--- config.mk ---
export PLATFORM = sky130hd
export DESIGN_NAME = dagsc_core
export DESIGN_NICKNAME = d
export VERILOG_FILES = /design/src/design/dagsc_pkg.sv /design/src/design/dagsc_core.sv
export SDC_FILE = /design/constraint.sdc
export NUM_CORES = 1
export LEC_CHECK = 0
export BUFFER_PORTS_ARGS = -buffer_cell sky130_fd_sc_hd__buf_2
export CAP_MARGIN = 5
export CORE_MARGIN = 10
export CORE_UTILIZATION = 57
export CTS_CLUSTER_DIAMETER = 80
export DETAILED_ROUTE_END_ITERATION = 16
export PLACE_DENSITY_LB_ADDON = 0.3
export SLEW_MARGIN = 40
export SYNTH_ARGS = -nofsm -noshare
export SYNTH_HDL_FRONTEND = slang
export SYNTH_SLANG_ARGS = --single-unit
--- constraint.sdc ---
create_clock -name SYS_CLK -period 13.6 [get_ports SYS_CLK]
set_clock_uncertainty 0.2 [all_clocks]
set_input_delay 2.04 -clock SYS_CLK [delete_from_list [all_inputs] [get_ports SYS_CLK]]
set_output_delay 2.04 -clock SYS_CLK [all_outputs]
set_load 0.05 [all_outputs]
--- src/design/dagsc_pkg.sv ---
package dagsc_pkg;
    // Register bus layout
    localparam int APB_AW = 12;
    localparam logic [APB_AW-1:0] STACK_LIMIT_OFS = 12'h000;
    localparam logic [APB_AW-1:0] STACK_PTR_OFS = 12'h004;
    localparam logic [APB_AW-1:0] TRAP_STAT_OFS = 12'h008;
    localparam logic [APB_AW-1:0] TRAP_CTRL_OFS = 12'h00C;
    // Reset values and boundaries
    localparam logic [15:0] SP_RESET = 16'h0800;
    localparam logic [15:0] SFR_BOUND = 16'h0800;
    localparam logic [15:0] NEAR_LIMIT = 16'h2000;
    localparam logic [15:0] WORD_STEP = 16'h0002;
    localparam logic [31:0] CNT_ONE = 32'h0000_0001;
    // Field widths of instruction literals
    localparam int FILE_AW = 13;
    localparam int LIT5_W = 5;
    localparam int LIT10_W = 10;
    localparam int LIT8_W = 8;
    localparam int LIT16_W = 16;
    localparam int BRANCH_W = 16;
    localparam int INTDIS_W = 14;
    localparam int REG_IDX_W = 4;
    localparam logic [REG_IDX_W-1:0] SP_IDX = 4'hF;
    localparam logic [REG_IDX_W-1:0] ZERO_REG_IDX = 4'h0;

    // Addressing modes
    typedef enum logic [3:0] {
        DAGSC_FILE_DIRECT,
        DAGSC_REG_DIRECT,
        DAGSC_INDIRECT,
        DAGSC_POST_INC,
        DAGSC_POST_DEC,
        DAGSC_PRE_INC,
        DAGSC_PRE_DEC,
        DAGSC_INDEXED,
        DAGSC_LIT_OFFSET,
        DAGSC_LITERAL,
        DAGSC_PUSH,
        DAGSC_POP,
        DAGSC_CALL_PUSH,
        DAGSC_EXC_PUSH
    } dagsc_mode_t;

    // Literal classes
    typedef enum logic [2:0] {
        DAGSC_LIT5,
        DAGSC_LIT10,
        DAGSC_LIT8,
        DAGSC_LIT16,
        DAGSC_LIT_BRANCH,
        DAGSC_LIT_INTDIS
    } dagsc_lit_t;

    // Address request from the decoder
    typedef struct packed {
        logic valid;
        dagsc_mode_t mode;
        logic [REG_IDX_W-1:0] ptr_idx;
        logic [15:0] ptr_val;
        logic [15:0] offs_val;
        logic [15:0] literal;
        dagsc_lit_t lit_kind;
        logic [FILE_AW-1:0] file_addr;
        logic to_work_reg;
        logic mem_dest;
        logic [15:0] pc_word;
        logic [7:0] status_low_byte;
    } dagsc_req_t;

    // Address result towards data memory
    typedef struct packed {
        logic valid;
        logic [15:0] eff_addr;
        logic mem_access;
        logic mem_write;
        logic [15:0] wdata;
        logic ptr_wb;
        logic [REG_IDX_W-1:0] ptr_idx;
        logic [15:0] ptr_new;
        logic [REG_IDX_W-1:0] dest_idx;
        logic [15:0] lit_val;
    } dagsc_rsp_t;
endpackage

--- src/design/dagsc_core.sv ---
// Design decisions made here: the APB register port and the placing of the registers.
`timescale 1ns/1ps
module dagsc_core #(
    parameter int DATA_W = 16
) (
    input wire logic SYS_CLK,
    input wire logic SYS_RST,
    input wire logic [dagsc_pkg::APB_AW-1:0] PADDR,
    input wire logic PSEL,
    input wire logic PENABLE,
    input wire logic PWRITE,
    input wire logic [31:0] PWDATA,
    input wire logic [3:0] PSTRB,
    output logic [31:0] PRDATA,
    output logic PREADY,
    output logic PSLVERR,
    input wire dagsc_pkg::dagsc_req_t REQ,
    output dagsc_pkg::dagsc_rsp_t RSP,
    output logic STACK_TRAP
);
    import dagsc_pkg::*;

    // Refuse any data width other than the one the logic serves
    if (DATA_W != 16) begin : g_width_check
        $error("dagsc_core supports only 16-bit data");
    end

    // Sign extend a literal of given width
    function automatic logic [15:0] sext(input logic [15:0] v, input int w);
        logic [15:0] m;
        m = 16'hFFFF << w;
        sext = v[w-1] ? (v | m) : (v & ~m);
    endfunction

    // Zero extend a literal of given width
    function automatic logic [15:0] zext(input logic [15:0] v, input int w);
        zext = v & ~(16'hFFFF << w);
    endfunction

    logic [15:0] limit_reg; // Stack limit, no reset value
    logic [15:0] sp_reg; // Stack pointer copy
    logic [15:0] sp_next;
    logic trap_en_reg; // Trap enable control
    logic ovf_seen_reg; // Sticky overflow seen
    logic unf_seen_reg; // Sticky underflow seen
    logic [15:0] ea; // Effective address
    logic [15:0] ptr_upd; // Updated pointer value
    logic ptr_wr; // Pointer writeback
    logic mem_acc; // Data memory access
    logic mem_wr; // Memory write
    logic [15:0] wdata; // Memory write data
    logic [15:0] lit_val; // Extended literal
    logic uses_sp; // Stack pointer used
    logic ovf_hit; // Overflow condition
    logic unf_hit; // Underflow condition
    logic [15:0] src_ptr; // Pointer source value
    logic apb_wr; // APB write strobe
    logic apb_rd; // APB read strobe

    assign apb_wr = PSEL && PENABLE && PWRITE;
    assign apb_rd = PSEL && PENABLE && !PWRITE;

    // Pointer source: own copy of stack pointer, else from decoder
    assign src_ptr = (REQ.ptr_idx == SP_IDX) ? sp_reg : REQ.ptr_val;

    // Literal widths by class
    always_comb begin
        unique case (REQ.lit_kind)
            DAGSC_LIT5: lit_val = zext(REQ.literal, LIT5_W);
            DAGSC_LIT10: lit_val = zext(REQ.literal, LIT10_W);
            DAGSC_LIT8: lit_val = zext(REQ.literal, LIT8_W);
            DAGSC_LIT16: lit_val = REQ.literal;
            DAGSC_LIT_BRANCH: lit_val = sext(REQ.literal, BRANCH_W);
            DAGSC_LIT_INTDIS: lit_val = zext(REQ.literal, INTDIS_W);
            default: lit_val = REQ.literal;
        endcase
    end

    // Effective address per mode
    always_comb begin
        ea = 16'h0000;
        ptr_upd = src_ptr;
        ptr_wr = 1'b0;
        mem_acc = 1'b1;
        mem_wr = REQ.mem_dest;
        wdata = 16'h0000;
        unique case (REQ.mode)
            DAGSC_FILE_DIRECT: begin
                ea = {3'h0, REQ.file_addr};
                mem_wr = !REQ.to_work_reg;
            end
            DAGSC_REG_DIRECT: begin
                mem_acc = 1'b0;
                mem_wr = 1'b0;
            end
            DAGSC_INDIRECT: ea = src_ptr;
            DAGSC_POST_INC: begin
                ea = src_ptr;
                ptr_upd = src_ptr + WORD_STEP;
                ptr_wr = 1'b1;
            end
            DAGSC_POST_DEC: begin
                ea = src_ptr;
                ptr_upd = src_ptr - WORD_STEP;
                ptr_wr = 1'b1;
            end
            DAGSC_PRE_INC: begin
                ptr_upd = src_ptr + WORD_STEP;
                ea = ptr_upd;
                ptr_wr = 1'b1;
            end
            DAGSC_PRE_DEC: begin
                ptr_upd = src_ptr - WORD_STEP;
                ea = ptr_upd;
                ptr_wr = 1'b1;
            end
            DAGSC_INDEXED: ea = src_ptr + REQ.offs_val;
            DAGSC_LIT_OFFSET: ea = src_ptr + lit_val;
            DAGSC_LITERAL: begin
                mem_acc = 1'b0;
                mem_wr = 1'b0;
            end
            DAGSC_PUSH, DAGSC_CALL_PUSH, DAGSC_EXC_PUSH: begin
                ea = sp_reg;
                ptr_upd = sp_reg + WORD_STEP;
                ptr_wr = 1'b1;
                mem_wr = 1'b1;
                if (REQ.mode == DAGSC_CALL_PUSH) begin
                    wdata = {1'b0, REQ.pc_word[14:0]};
                end else if (REQ.mode == DAGSC_EXC_PUSH) begin
                    wdata = {REQ.status_low_byte, REQ.pc_word[7:0]};
                end else begin
                    wdata = REQ.literal;
                end
            end
            DAGSC_POP: begin
                ptr_upd = sp_reg - WORD_STEP;
                ea = ptr_upd;
                ptr_wr = 1'b1;
                mem_wr = 1'b0;
            end
            default: mem_acc = 1'b0;
        endcase
    end

    // Stack checks on any stack-pointer based address
    assign uses_sp = REQ.valid && ptr_wr_or_sp(REQ.mode, REQ.ptr_idx);
    function automatic logic ptr_wr_or_sp(input dagsc_mode_t m,
                                          input logic [REG_IDX_W-1:0] i);
        ptr_wr_or_sp = (m == DAGSC_PUSH) || (m == DAGSC_POP) ||
            (m == DAGSC_CALL_PUSH) || (m == DAGSC_EXC_PUSH) ||
            ((i == SP_IDX) && (m != DAGSC_FILE_DIRECT) &&
             (m != DAGSC_REG_DIRECT) && (m != DAGSC_LITERAL));
    endfunction
    assign ovf_hit = uses_sp && (ea > limit_reg);
    assign unf_hit = uses_sp && (ea < SFR_BOUND);

    // Stack pointer tracking
    always_comb begin
        sp_next = sp_reg;
        if (apb_wr && PADDR == STACK_PTR_OFS && PSTRB[0] && PSTRB[1]) begin
            sp_next = {PWDATA[15:1], 1'b0};
        end
        if (REQ.valid && ptr_wr && REQ.ptr_idx == SP_IDX) begin
            sp_next = {ptr_upd[15:1], 1'b0};
        end
        if (REQ.valid && (REQ.mode == DAGSC_PUSH || REQ.mode == DAGSC_POP ||
            REQ.mode == DAGSC_CALL_PUSH || REQ.mode == DAGSC_EXC_PUSH)) begin
            sp_next = {ptr_upd[15:1], 1'b0};
        end
    end

    always_ff @(posedge SYS_CLK) begin
        if (SYS_RST) begin
            sp_reg <= SP_RESET;
        end else begin
            sp_reg <= sp_next;
        end
    end

    // Stack limit, deliberately not reset
    always_ff @(posedge SYS_CLK) begin
        if (apb_wr && PADDR == STACK_LIMIT_OFS) begin
            if (PSTRB[0]) begin
                limit_reg[7:0] <= {PWDATA[7:1], 1'b0};
            end
            if (PSTRB[1]) begin
                limit_reg[15:8] <= PWDATA[15:8];
            end
        end
    end

    // Trap control and sticky status; set wins over clear
    always_ff @(posedge SYS_CLK) begin
        if (SYS_RST) begin
            trap_en_reg <= 1'b1;
            ovf_seen_reg <= 1'b0;
            unf_seen_reg <= 1'b0;
        end else begin
            if (apb_wr && PADDR == TRAP_CTRL_OFS && PSTRB[0]) begin
                trap_en_reg <= PWDATA[0];
            end
            if (apb_wr && PADDR == TRAP_STAT_OFS && PSTRB[0]) begin
                if (PWDATA[0]) ovf_seen_reg <= 1'b0;
                if (PWDATA[1]) unf_seen_reg <= 1'b0;
            end
            if (ovf_hit) ovf_seen_reg <= 1'b1;
            if (unf_hit) unf_seen_reg <= 1'b1;
        end
    end

    // Result and trap outputs, registered with the access
    always_ff @(posedge SYS_CLK) begin
        if (SYS_RST) begin
            RSP <= '0;
            STACK_TRAP <= 1'b0;
        end else begin
            RSP.valid <= REQ.valid;
            RSP.eff_addr <= ea;
            RSP.mem_access <= REQ.valid && mem_acc;
            RSP.mem_write <= REQ.valid && mem_acc && mem_wr;
            RSP.wdata <= wdata;
            RSP.ptr_wb <= REQ.valid && ptr_wr;
            RSP.ptr_idx <= REQ.ptr_idx;
            RSP.ptr_new <= ptr_upd;
            RSP.dest_idx <= (REQ.mode == DAGSC_FILE_DIRECT) ? ZERO_REG_IDX
                                                            : REQ.ptr_idx;
            RSP.lit_val <= lit_val;
            STACK_TRAP <= trap_en_reg && (ovf_hit || unf_hit);
        end
    end

    // APB slave: zero wait state, error on unmapped address
    always_ff @(posedge SYS_CLK) begin
        if (SYS_RST) begin
            PRDATA <= 32'h0000_0000;
            PREADY <= 1'b0;
            PSLVERR <= 1'b0;
        end else begin
            PREADY <= PSEL && !PENABLE;
            PSLVERR <= 1'b0;
            PRDATA <= 32'h0000_0000;
            if (PSEL && !PENABLE) begin
                unique case (PADDR)
                    STACK_LIMIT_OFS: PRDATA <= {16'h0000, limit_reg[15:1],
                                                1'b0};
                    STACK_PTR_OFS: PRDATA <= {16'h0000, sp_reg};
                    TRAP_STAT_OFS: PRDATA <= {30'h0, unf_seen_reg,
                                              ovf_seen_reg};
                    TRAP_CTRL_OFS: PRDATA <= {31'h0, trap_en_reg};
                    default: PSLVERR <= 1'b1;
                endcase
            end
        end
    end
endmodule // dagsc_core

==> run metrics, run 1 <==
via count between 9000 and 10000; leakage power 4.61 nW; DR pass1 iterations 6; hold path depth 2; die height roughly 140 um; antenna violations before repair 0; Slew headroom 0.348; die area 0.0201 mm^2; I/O Buffers between 200 and 250; Yosys reg bits 128; final worst path period share 0.558; postcts setup bufs 0; reg-to-reg critical path startpoint sp_reg[2]; worst-path fanout max 26; clk_lat worst skew ~0.43 ns; Cells after Synth 1070; arrival time of the worst setup path between 7 and 8 ns; synth unique cells 76; Resized cells post-CTS 0; startpoint types primary input; EDFF count, synth 15; unrepaired setup endpoints after global routing no; power density cells roughly 120 mW/mm^2; registers with the most flip-flops RSP x76, PRDATA x16; syn_area_per_cell about 8 um^2; Avg Vias per Cell about 6.4; Post-Syn Area roughly 0.0085 mm^2; largest net degree at the start of global routing 52; first-pass GRT wire length about 50000 um; NumNets Final between 1000 and 1500; vias in the first global route roughly 9000; Synth top area share 0.267; CTS tree done; Multi-input gate area between 0.005 and 0.006 mm^2; final setup fails 0; Initial Util 0.582; max cap viols 0; number of flip-flops in the largest register between 70 and 80; outcome complete, no violations; worst-margin pin slew between 0.9 and 1 ns; worst-case clock buffer depth 2; HP Start ovf_seen_reg; dpl hpwl 24500 um; Max Slew Vio Count 0; DRC viols 0; CP Data Required Time between 10 and 15 ns; row count between 40 and 50; core area 0.0145 mm^2; post-route ant nets 0; Synth area leaders dfxtp_1 27%, edfxtp_1 5.3%, ha_1 5.0%, nor2_1 4.7%, nand2_1 4.4%; Tmin final about 7.6 ns; Antenna diodes 0; gr ovfl total 0; routability cong. between 1 and 1.5; CTS sink cnt 128; CTS Buf Count 17; fill cell count ~1300; ys async rst share 0; Reg2Reg Setup Slack 7.80 ns; H-tree depth 4; DRT iter0 DRCs 1265; Worst VDD drop a little over 0.09 mV; Top reg by flops RSP; share of layout cells above drive strength 1 0.241; P&R area growth vs syn 21.3%; top_reg_cell synth dfxtp_1; reg2reg end ovf_seen_reg; Hold Crit Class reg2reg; hold_buf cts 0; GR Util All Layers 0.316; hold endpoint ovf_seen_reg; Worst-path clk slew 0.06 ns; placed cell area approximately 0.0096 mm^2; post-route cell area 0.0103 mm^2; Max Fclk 132 MHz; Ys Warns 0; Crit Path Category in2reg; register area share after synthesis 0.321; CP Capture Type flop; Setup TNS Final 0 ns; Synth area leader dfxtp_1; clk root buf clkbuf_16; Hold Fails Final Rpt 0; Die Wd around 140 um; wire per inst 22.8 um; cells on worst reg2reg path 19; # IOs roughly 260; Post-Route WL between 30000 and 40000 um; sequential cell area 0.00271 mm^2
critical path, stage by stage:
cell	delay (ns)
buf_2	0.41
nand2b_1	0.20
or3_2	0.68
mux2_2	0.31
ha_1	0.20
inv_1	0.07
fa_1	0.39
nand2b_1	0.18
a211oi_1	0.38
o21ai_1	0.28
o221ai_1	0.28
xor2_1	0.14
a211oi_1	0.84
inv_1	0.11
ha_1	0.32
o21ai_0	0.16
a21oi_1	0.08
a211oi_1	0.27
a311o_1	0.25
a21oi_1	0.09
power breakdown:
part | internal (mW) | total [mW] | switching (mW)
Clock | 0.327 | 0.514 | 0.187
Sequential | 0.399 | 0.413 | 0.0133
Combinational | 0.0990 | 0.313 | 0.214
Total | 0.826 | 1.24 | 0.413
layout make-up:
cell class | count | share of cell area
Multi-Input combinational cell | 817 | 0.508
Sequential cell | 128 | 0.264
Timing Repair Buffer | 242 | 0.122
Clock buffer | 23 | 0.0507
Tap cell | 184 | 0.0224
Inverter | 52 | 0.0190
Clock inverter | 9 | 0.0137
logic make-up after synthesis:
logic type,Yosys count,share of synthesized area
and+or+nand+nor,401,0.233
AOI/OAI and AO/OA,278,0.223
buffers and inverters,140,0.0736
DFF,128,0.321
xor gates and xnor gates,53,0.0549
adders and majority gates,35,0.0526
muxes,34,0.0420
other,1,0.000443
synth_stat cells (14+ instances only):
cell type	n
dfxtp_1	113
nor2_1	107
nand2_1	100
a21oi_1	59
clkbuf_1	54
o21ai_0	53
inv_1	51
xnor2_1	40
nor3_1	38
ha_1	34
and2_1	30
nand3_1	30
a22oi_1	26
mux2i_1	22
a211oi_1	20
o22ai_1	18
buf_4	17
nor2b_1	16
edfxtp_1	15
nand4_1	14
placed cells by master (no fill, tap or decap), types with 34 or more instances in the layout:
master   count
xnor2_1     40
a21oi_1     58
dfxtp_1    113
ha_1        34
nor2_1     107
nor3_1      38
buf_2      227
nand2_1    100
inv_1       51
o21ai_0     52
layer usage:
layer	share of wire	up-vias	global-route usage
met5	0	-	0
li1	-	4217	-
met4	0.044	0	0.146
met1	0.39	4320	0.391
met2	0.47	647	0.509
met3	0.11	111	0.0748
worst max path at each step:
stage,cells after the start,end,start
2_1_floorplan,23,ovf_seen_reg,REQ[93]
3_3_place_gp,20,ovf_seen_reg,REQ[97]
3_5_place_dp,20,ovf_seen_reg,REQ[97]
4_1_cts,20,ovf_seen_reg,REQ[97]
5_1_grt,23,ovf_seen_reg,REQ[97]
6_report,20,ovf_seen_reg,REQ[97]
through the flow:
stage | instances | total power, mW | utilization | setup slack [ns] | hold WS (ns)
4_1_cts | 1455 | 1.23 | 0.706 | 6.09 | 0.281
3_5_place_dp | 1423 | 0.722 | 0.661 | 5.76 | 0.272
2_1_floorplan | 1085 | 0.632 | - | 6.93 | 0.252
6_report | 1455 | 1.24 | 0.706 | 6.02 | 0.287
3_3_place_gp | 1422 | 0.717 | 0.659 | 5.70 | 0.270
5_1_grt | 1455 | 1.27 | 0.706 | 5.65 | 0.301
Note: power is estimated with default switching activity, not from simulation.
==> run 2: changes to the inputs <==
Settings changed: CORE_UTILIZATION 57 to 52.
Clock period 13.6 ns to 7.65 ns, I/O delays scaled along.
==> run metrics, run 2 (synthesis gave the netlist of run 1 again) <==
wire per inst 21.6 um (-5.3%); via count 9061 (-2.5%); power density cells 201 mW/mm^2 (+67%); Avg Vias per Cell 6.09 (-4.6%); die height 148 um (+4.0%); Max Fclk around 160 MHz; Hold Crit Class reg2reg; row count 46 (+4.5%); most common cell after layout, fill and taps aside buf_2; Worst-path clk slew 0.06 ns (about the same); crit path launch REQ[97]; Initial Util 0.531 (-0.0514); power share of the sequential group 0.357 (+0.024); share of layout cells above drive strength 1 0.242 (+0.00157); CP Cell Sequence buf_2 > nand2b_1 > or3_2 > mux2_2 > ha_1 > inv_1 > fa_1 > nand2b_1 > a211oi_1 > o21ai_1 > xnor2_1 > a22oi_1 > nand2_1 > ha_1 > a21o_1 > a21o_1 > a21oi_1 > nor2b_1 > o21ai_0 > a21oi_1 > a211oi_1 > a311o_1 > a21oi_1; Slew headroom 0.443 (+0.0942); final worst path period share 0.840; Crit Path Category in2reg; commonest non-fill, non-tap cells in the layout 227 x buf_2, 113 x dfxtp_1, 107 x nor2_1, 100 x nand2_1, 58 x a21oi_1; combinational fraction of design power 0.267 (+0.015); Top cell by count, worst path a21oi_1; postcts setup bufs 0 (unchanged); P&R area growth vs syn 20.6%; post-route ant nets 0 (unchanged); DRT iter0 DRCs 1269 (+0.32%); max cap viols 0 (unchanged); non-filler cells, final 1487 (+2.2%); Worst VDD drop 0.152 mV (+67%); CTS sink cnt 128 (unchanged); DRC viols 0 (unchanged); GR Util All Layers 0.282 (-0.0338); outcome complete, no violations; worst-case clock buffer depth 2 (unchanged); core area 0.0159 mm^2 (+9.7%); clk root buf clkbuf_16; Tmin final between 6 and 7 ns; CTS Buf Count 17 (unchanged); gr ovfl total 0 (unchanged); worst-path fanout max 26 (unchanged); dpl hpwl 24100 um (-1.7%); final setup fails 0 (unchanged); worst-margin pin slew 0.829 ns (-0.143 ns); Antenna diodes 0 (unchanged); Die Wd 148 um (+4.0%); internal power 1.33 mW (+61%); fill cell count 1439 (+14%); Hold Fails Final Rpt 0 (unchanged); reg-to-reg critical path startpoint sp_reg[2]; # IOs 263 (unchanged); total power 2.06 mW (+66%); Resized cells post-CTS 0 (unchanged); sequential cell area 0.00271 mm^2 (unchanged); startpoint types primary input; antenna violations before repair 0 (unchanged); Util after Layout 0.640 (-0.0659); unrepaired setup endpoints after global routing no; DR pass1 iterations 6 (unchanged); Critical Path Max Stage Delay 0.69 ns (-0.15 ns); number of flip-flops in the largest register 76 (unchanged); arrival time of the worst setup path 6.52 ns (-1.15 ns); placed cells 1455 (+2.2%); switching share of total power 0.352 (+0.0185); Setup TNS Final 0 ns (unchanged); clk_lat worst skew 0.43 ns (about the same); Clock power frac 0.377 (-0.038); Post-Route WL 32100 um (-3.2%); die area 0.0218 mm^2 (+8.2%); Multi-input gate area 0.00521 mm^2 (about the same); Slowest cell on crit path or3_2; Max Slew Vio Count 0 (unchanged); I/O Buffers 227 (unchanged); Top reg by flops RSP; routability cong. 1.07 (+3.6%); vias in the first global route 8646 (-3.4%); largest net degree at the start of global routing 52 (unchanged); registers with the most flip-flops RSP x76, PRDATA x16; NumNets Final 1445 (unchanged); Psw 0.724 mW (+75%); HP Start trap_en_reg; hold_buf cts 0 (unchanged); H-tree depth 4 (unchanged); leakage power 4.56 nW (-1.1%); first-pass GRT wire length 48700 um (-3.0%); CP Capture Type flop; CP Data Required Time 7.74 ns (-5.95 ns); CTS tree done
## run 2: cell types whose count changed in the layout (fill, tap and decap cells not counted), sizes merged
| cell | delta |
|---|---|
| clkinv | +4 |
| inv | +1 |
| clkbuf | -4 |
| bufinv | -3 |
| clkinvlp | +2 |
## run 2: final cells by class
type	instances	area share
sequential	128	0.266
inverter	52	0.0191
multi-input combinational	817	0.510
tap	216	0.0265
timing repair buffer	242	0.123
clock inverter	13	0.0101
clock buffer	19	0.0455
## run 2: final timing paths
check	endpoint	cells after the start	slack [ns]
worst max-delay path	ovf_seen_reg	23	1.22
worst min-delay path	STACK_TRAP	2	0.27
worst max register to register	ovf_seen_reg	19	2.10
worst min register to register	STACK_TRAP	2	0.27
## run 2: worst max-delay path, delay by kind of cell
kind	cells	cell delay [ns]
buffers and inverters	2	0.47
adder cells (fa/ha/maj)	3	0.80
multiplexers	1	0.34
AO/OA/AOI/OAI	11	2.28
AND/OR/NAND/NOR	5	1.26
XOR/XNOR	1	0.19
## run 2: power by group through the flow
stage / combinational, mW / sequential [mW] / clock [mW]
2_1_floorplan: 0.295 / 0.828 / 0
3_5_place_dp: 0.531 / 0.747 / 0
5_1_grt: 0.582 / 0.736 / 0.817
6_report: 0.548 / 0.734 / 0.774
3_3_place_gp: 0.526 / 0.746 / 0
4_1_cts: 0.535 / 0.732 / 0.785
## run 2: routing by layer
layer,part of all wire,GRT usage,vias up
met5,0,0,-
met4,0.046,0.148,0
met3,0.11,0.0769,114
met2,0.46,0.447,613
li1,-,-,4207
met1,0.38,0.344,4127
## run 2: through the flow
step | worst slack [ns] | hold WS [ns] | cell area, um^2
5_1_grt | 0.769 | 0.286 | 10200
4_1_cts | 1.32 | 0.279 | 10200
2_1_floorplan | 1.87 | 0.252 | 8520
3_5_place_dp | 0.933 | 0.270 | 9640
6_report | 1.22 | 0.274 | 10200
3_3_place_gp | 0.922 | 0.270 | 9620
==> run 3: changes to the inputs <==
Settings changed: ABC_AREA from default to 1, CORE_UTILIZATION 52 to 47.
Clock period 7.65 ns to 5.32 ns, I/O delays scaled along.
==> run metrics, run 3 <==
met3 Usage GRT 0.0760 (-0.000939); largest net degree at the start of global routing 31 (-40%); ys async rst share 0 (unchanged); worst-case clock buffer depth 2 (unchanged); clk root buf clkbuf_16; DR pass1 iterations 6 (unchanged); Die Wd 154 um (+4.7%); final setup fails 0 (unchanged); hold_buf cts 0 (unchanged); leakage power 5.26 nW (+15%); synth unique cells 56 (-26%); H-tree depth 4 (unchanged); share of layout cells above drive strength 1 0.225 (-0.0174); worst-margin pin slew 0.717 ns (-0.112 ns); Worst VDD drop 0.255 mV (+68%); syn_area_per_cell 6.65 um^2 (-16%); hold slack 0.279 ns (+0.00496 ns); Yosys reg bits 128 (unchanged); die area 0.0239 mm^2 (+9.6%); registers with the most flip-flops RSP x76, PRDATA x16; max cap viols 0 (unchanged); Top reg by flops RSP; commonest non-fill, non-tap cells in the layout 276 x nand2_1, 227 x buf_2, 165 x inv_1, 160 x nor2_1, 113 x dfxtp_1; outcome complete, no violations; CTS Buf Count 17 (unchanged); Post-Route WL 33000 um (+2.9%); clk_lat worst skew 0.43 ns (about the same); post-route cell area 0.0105 mm^2 (+2.6%); Slew headroom 0.510 (+0.0671); CP Data Required Time 5.48 ns (-2.26 ns); Cells after Synth 1279 (+20%); P&R area growth vs syn 23.2%; Antenna diodes 0 (unchanged); worst-path fanout max 5 (-81%); Hold Fails Final Rpt 0 (unchanged); number of flip-flops in the largest register 76 (unchanged); dpl hpwl 26200 um (+8.5%); Synth top area share 0.266 (-0.00126); row count 49 (+6.5%); die height 154 um (+4.7%); final worst path period share 0.906; Max Fclk around 210 MHz; NumNets Final 1699 (+18%); EDFF count, synth 15 (unchanged); top-count cell post-synth nand2_1; synth cell count leaders 276 x nand2_1, 165 x inv_1, 160 x nor2_1, 113 x dfxtp_1, 77 x nand3_1; pre-CTS setup slack 0.245 ns (-0.688 ns); vias in the first global route 9142 (+5.7%); Crit Path Category in2reg; Hold Crit Class reg2reg; Post-Syn Area 0.00850 mm^2 (+0.47%); wire per inst 18.8 um (-13%); CTS sink cnt 128 (unchanged); Ys Warns 0 (unchanged); register area share after synthesis 0.319 (-0.00151); Synth area leaders dfxtp_1 27%, nand2_1 12%, inv_1 7.3%, nor2_1 7.1%, edfxtp_1 5.3%; Synth area leader dfxtp_1; Resized cells post-CTS 0 (unchanged); GR Util All Layers 0.265 (-0.0178); non-filler cells, final 1754 (+18%); total power 3.07 mW (+49%); gr busiest metal met2; antenna violations before repair 1 (+1); top_reg_cell synth dfxtp_1; arrival time of the worst setup path 4.98 ns (-1.54 ns); Max Slew Vio Count 0 (unchanged); Setup TNS Final 0 ns (unchanged); DRC viols 0 (unchanged); Worst-path clk slew 0.06 ns (about the same); first-pass GRT wire length 50300 um (+3.3%); post-route ant nets 0 (unchanged); most common cell after layout, fill and taps aside nand2_1; final setup margin 0.501 ns (-0.721 ns); CP Capture Type flop; placed cells 1722 (+18%); Global Route met1 Usage 0.332 (-0.0119); power density cells 293 mW/mm^2 (+45%); met2 Track Usage GR 0.428 (-0.0189); postcts setup bufs 0 (unchanged); Tmin final 4.82 ns; placed cell area 0.00987 mm^2 (+2.4%); Avg Vias per Cell 5.46 (-10%); Util after Layout 0.585 (-0.0551); Initial Util 0.475 (-0.0559); CTS tree done; gr ovfl total 0 (unchanged); routability cong. 1.01 (-4.8%); startpoint types primary input; core area 0.0179 mm^2 (+12%); via count 9579 (+5.7%); I/O Buffers 227 (unchanged); DRT iter0 DRCs 970 (-24%); # IOs 263 (unchanged); unrepaired setup endpoints after global routing no
==> run 3: cell count changes in the layout (fill, tap and decap cells not counted), sizes merged, moves of 16 or more <==
cell / previous run / this run
nor2: 107 / 177
nand2: 100 / 297
xnor2: 40 / 2
o21ai: 58 / 82
and2: 33 / 3
nor3: 40 / 23
mux2i: 22 / 2
nor2b: 16 / 0
inv: 56 / 178
a22oi: 26 / 2
nand3: 30 / 78
==> run 3: metal layers <==
metal  vias to the layer above  part of all wire
li1                       4664                 -
met1                      4347              0.41
met2                       510              0.46
met3                        56              0.10
met4                         2             0.025
met5                         -           0.00039
==> run 3: cells by family (layout without fill, tap and decap cells) <==
kind of cell,after synthesis,in the layout,share of synthesized area
buffers and inverters,231,462,0.114
xor gates and xnor gates,19,19,0.0196
DFF,128,128,0.319
muxes,2,2,0.00235
adders and majority gates,35,35,0.0524
other,1,16,0.000441
AOI/OAI and AO/OA,247,247,0.174
and+or+nand+nor,616,616,0.318
==> run 3: layout make-up <==
| type | instances | area [um^2] |
|---|---|---|
| tap | 229 | 287 |
| inverter | 176 | 661 |
| sequential | 128 | 2710 |
| timing repair buffer | 254 | 1340 |
| fill | 1724 | 7420 |
| clock inverter | 13 | 150 |
| multi-input combinational | 935 | 4870 |
| clock buffer | 19 | 454 |
==> run 3: path summary, 6_finish.rpt <==
kind,cells after the start,start,slack [ns],endpoint
worst max-delay path,27,REQ[94],0.50,STACK_TRAP
worst min-delay path,2,trap_en_reg,0.28,STACK_TRAP
worst max register to register,22,sp_reg[1],0.82,STACK_TRAP
worst min register to register,2,trap_en_reg,0.28,STACK_TRAP
==> run 3: worst max-delay path: stages <==
cell and delay [ns]:
buf_2 0.13, nor2_1 0.11, inv_1 0.09, nor2_1 0.13, inv_1 0.11, o21ai_0 0.20, ha_1 0.21, inv_1 0.06
fa_1 0.39, nand3b_1 0.17, nand2_1 0.09, inv_1 0.05, o21ai_0 0.13, buf_4 0.15, inv_1 0.03, o21ai_0 0.18
a21oi_1 0.09, o21ai_0 0.15, o2111ai_1 0.29, ha_1 0.37, nand2_1 0.07, o21ai_0 0.21, a21o_1 0.14, a21oi_1 0.06
o211ai_1 0.26, nand3_1 0.16, a21oi_1 0.16
==> run 3: report_power, final <==
group / leakage (nW) / switching (mW) / internal, mW
Sequential: 1.06 / 0.0181 / 1.02
Clock: 0.300 / 0.500 / 0.728
Combinational: 3.90 / 0.573 / 0.227
Total: 5.26 / 1.09 / 1.97
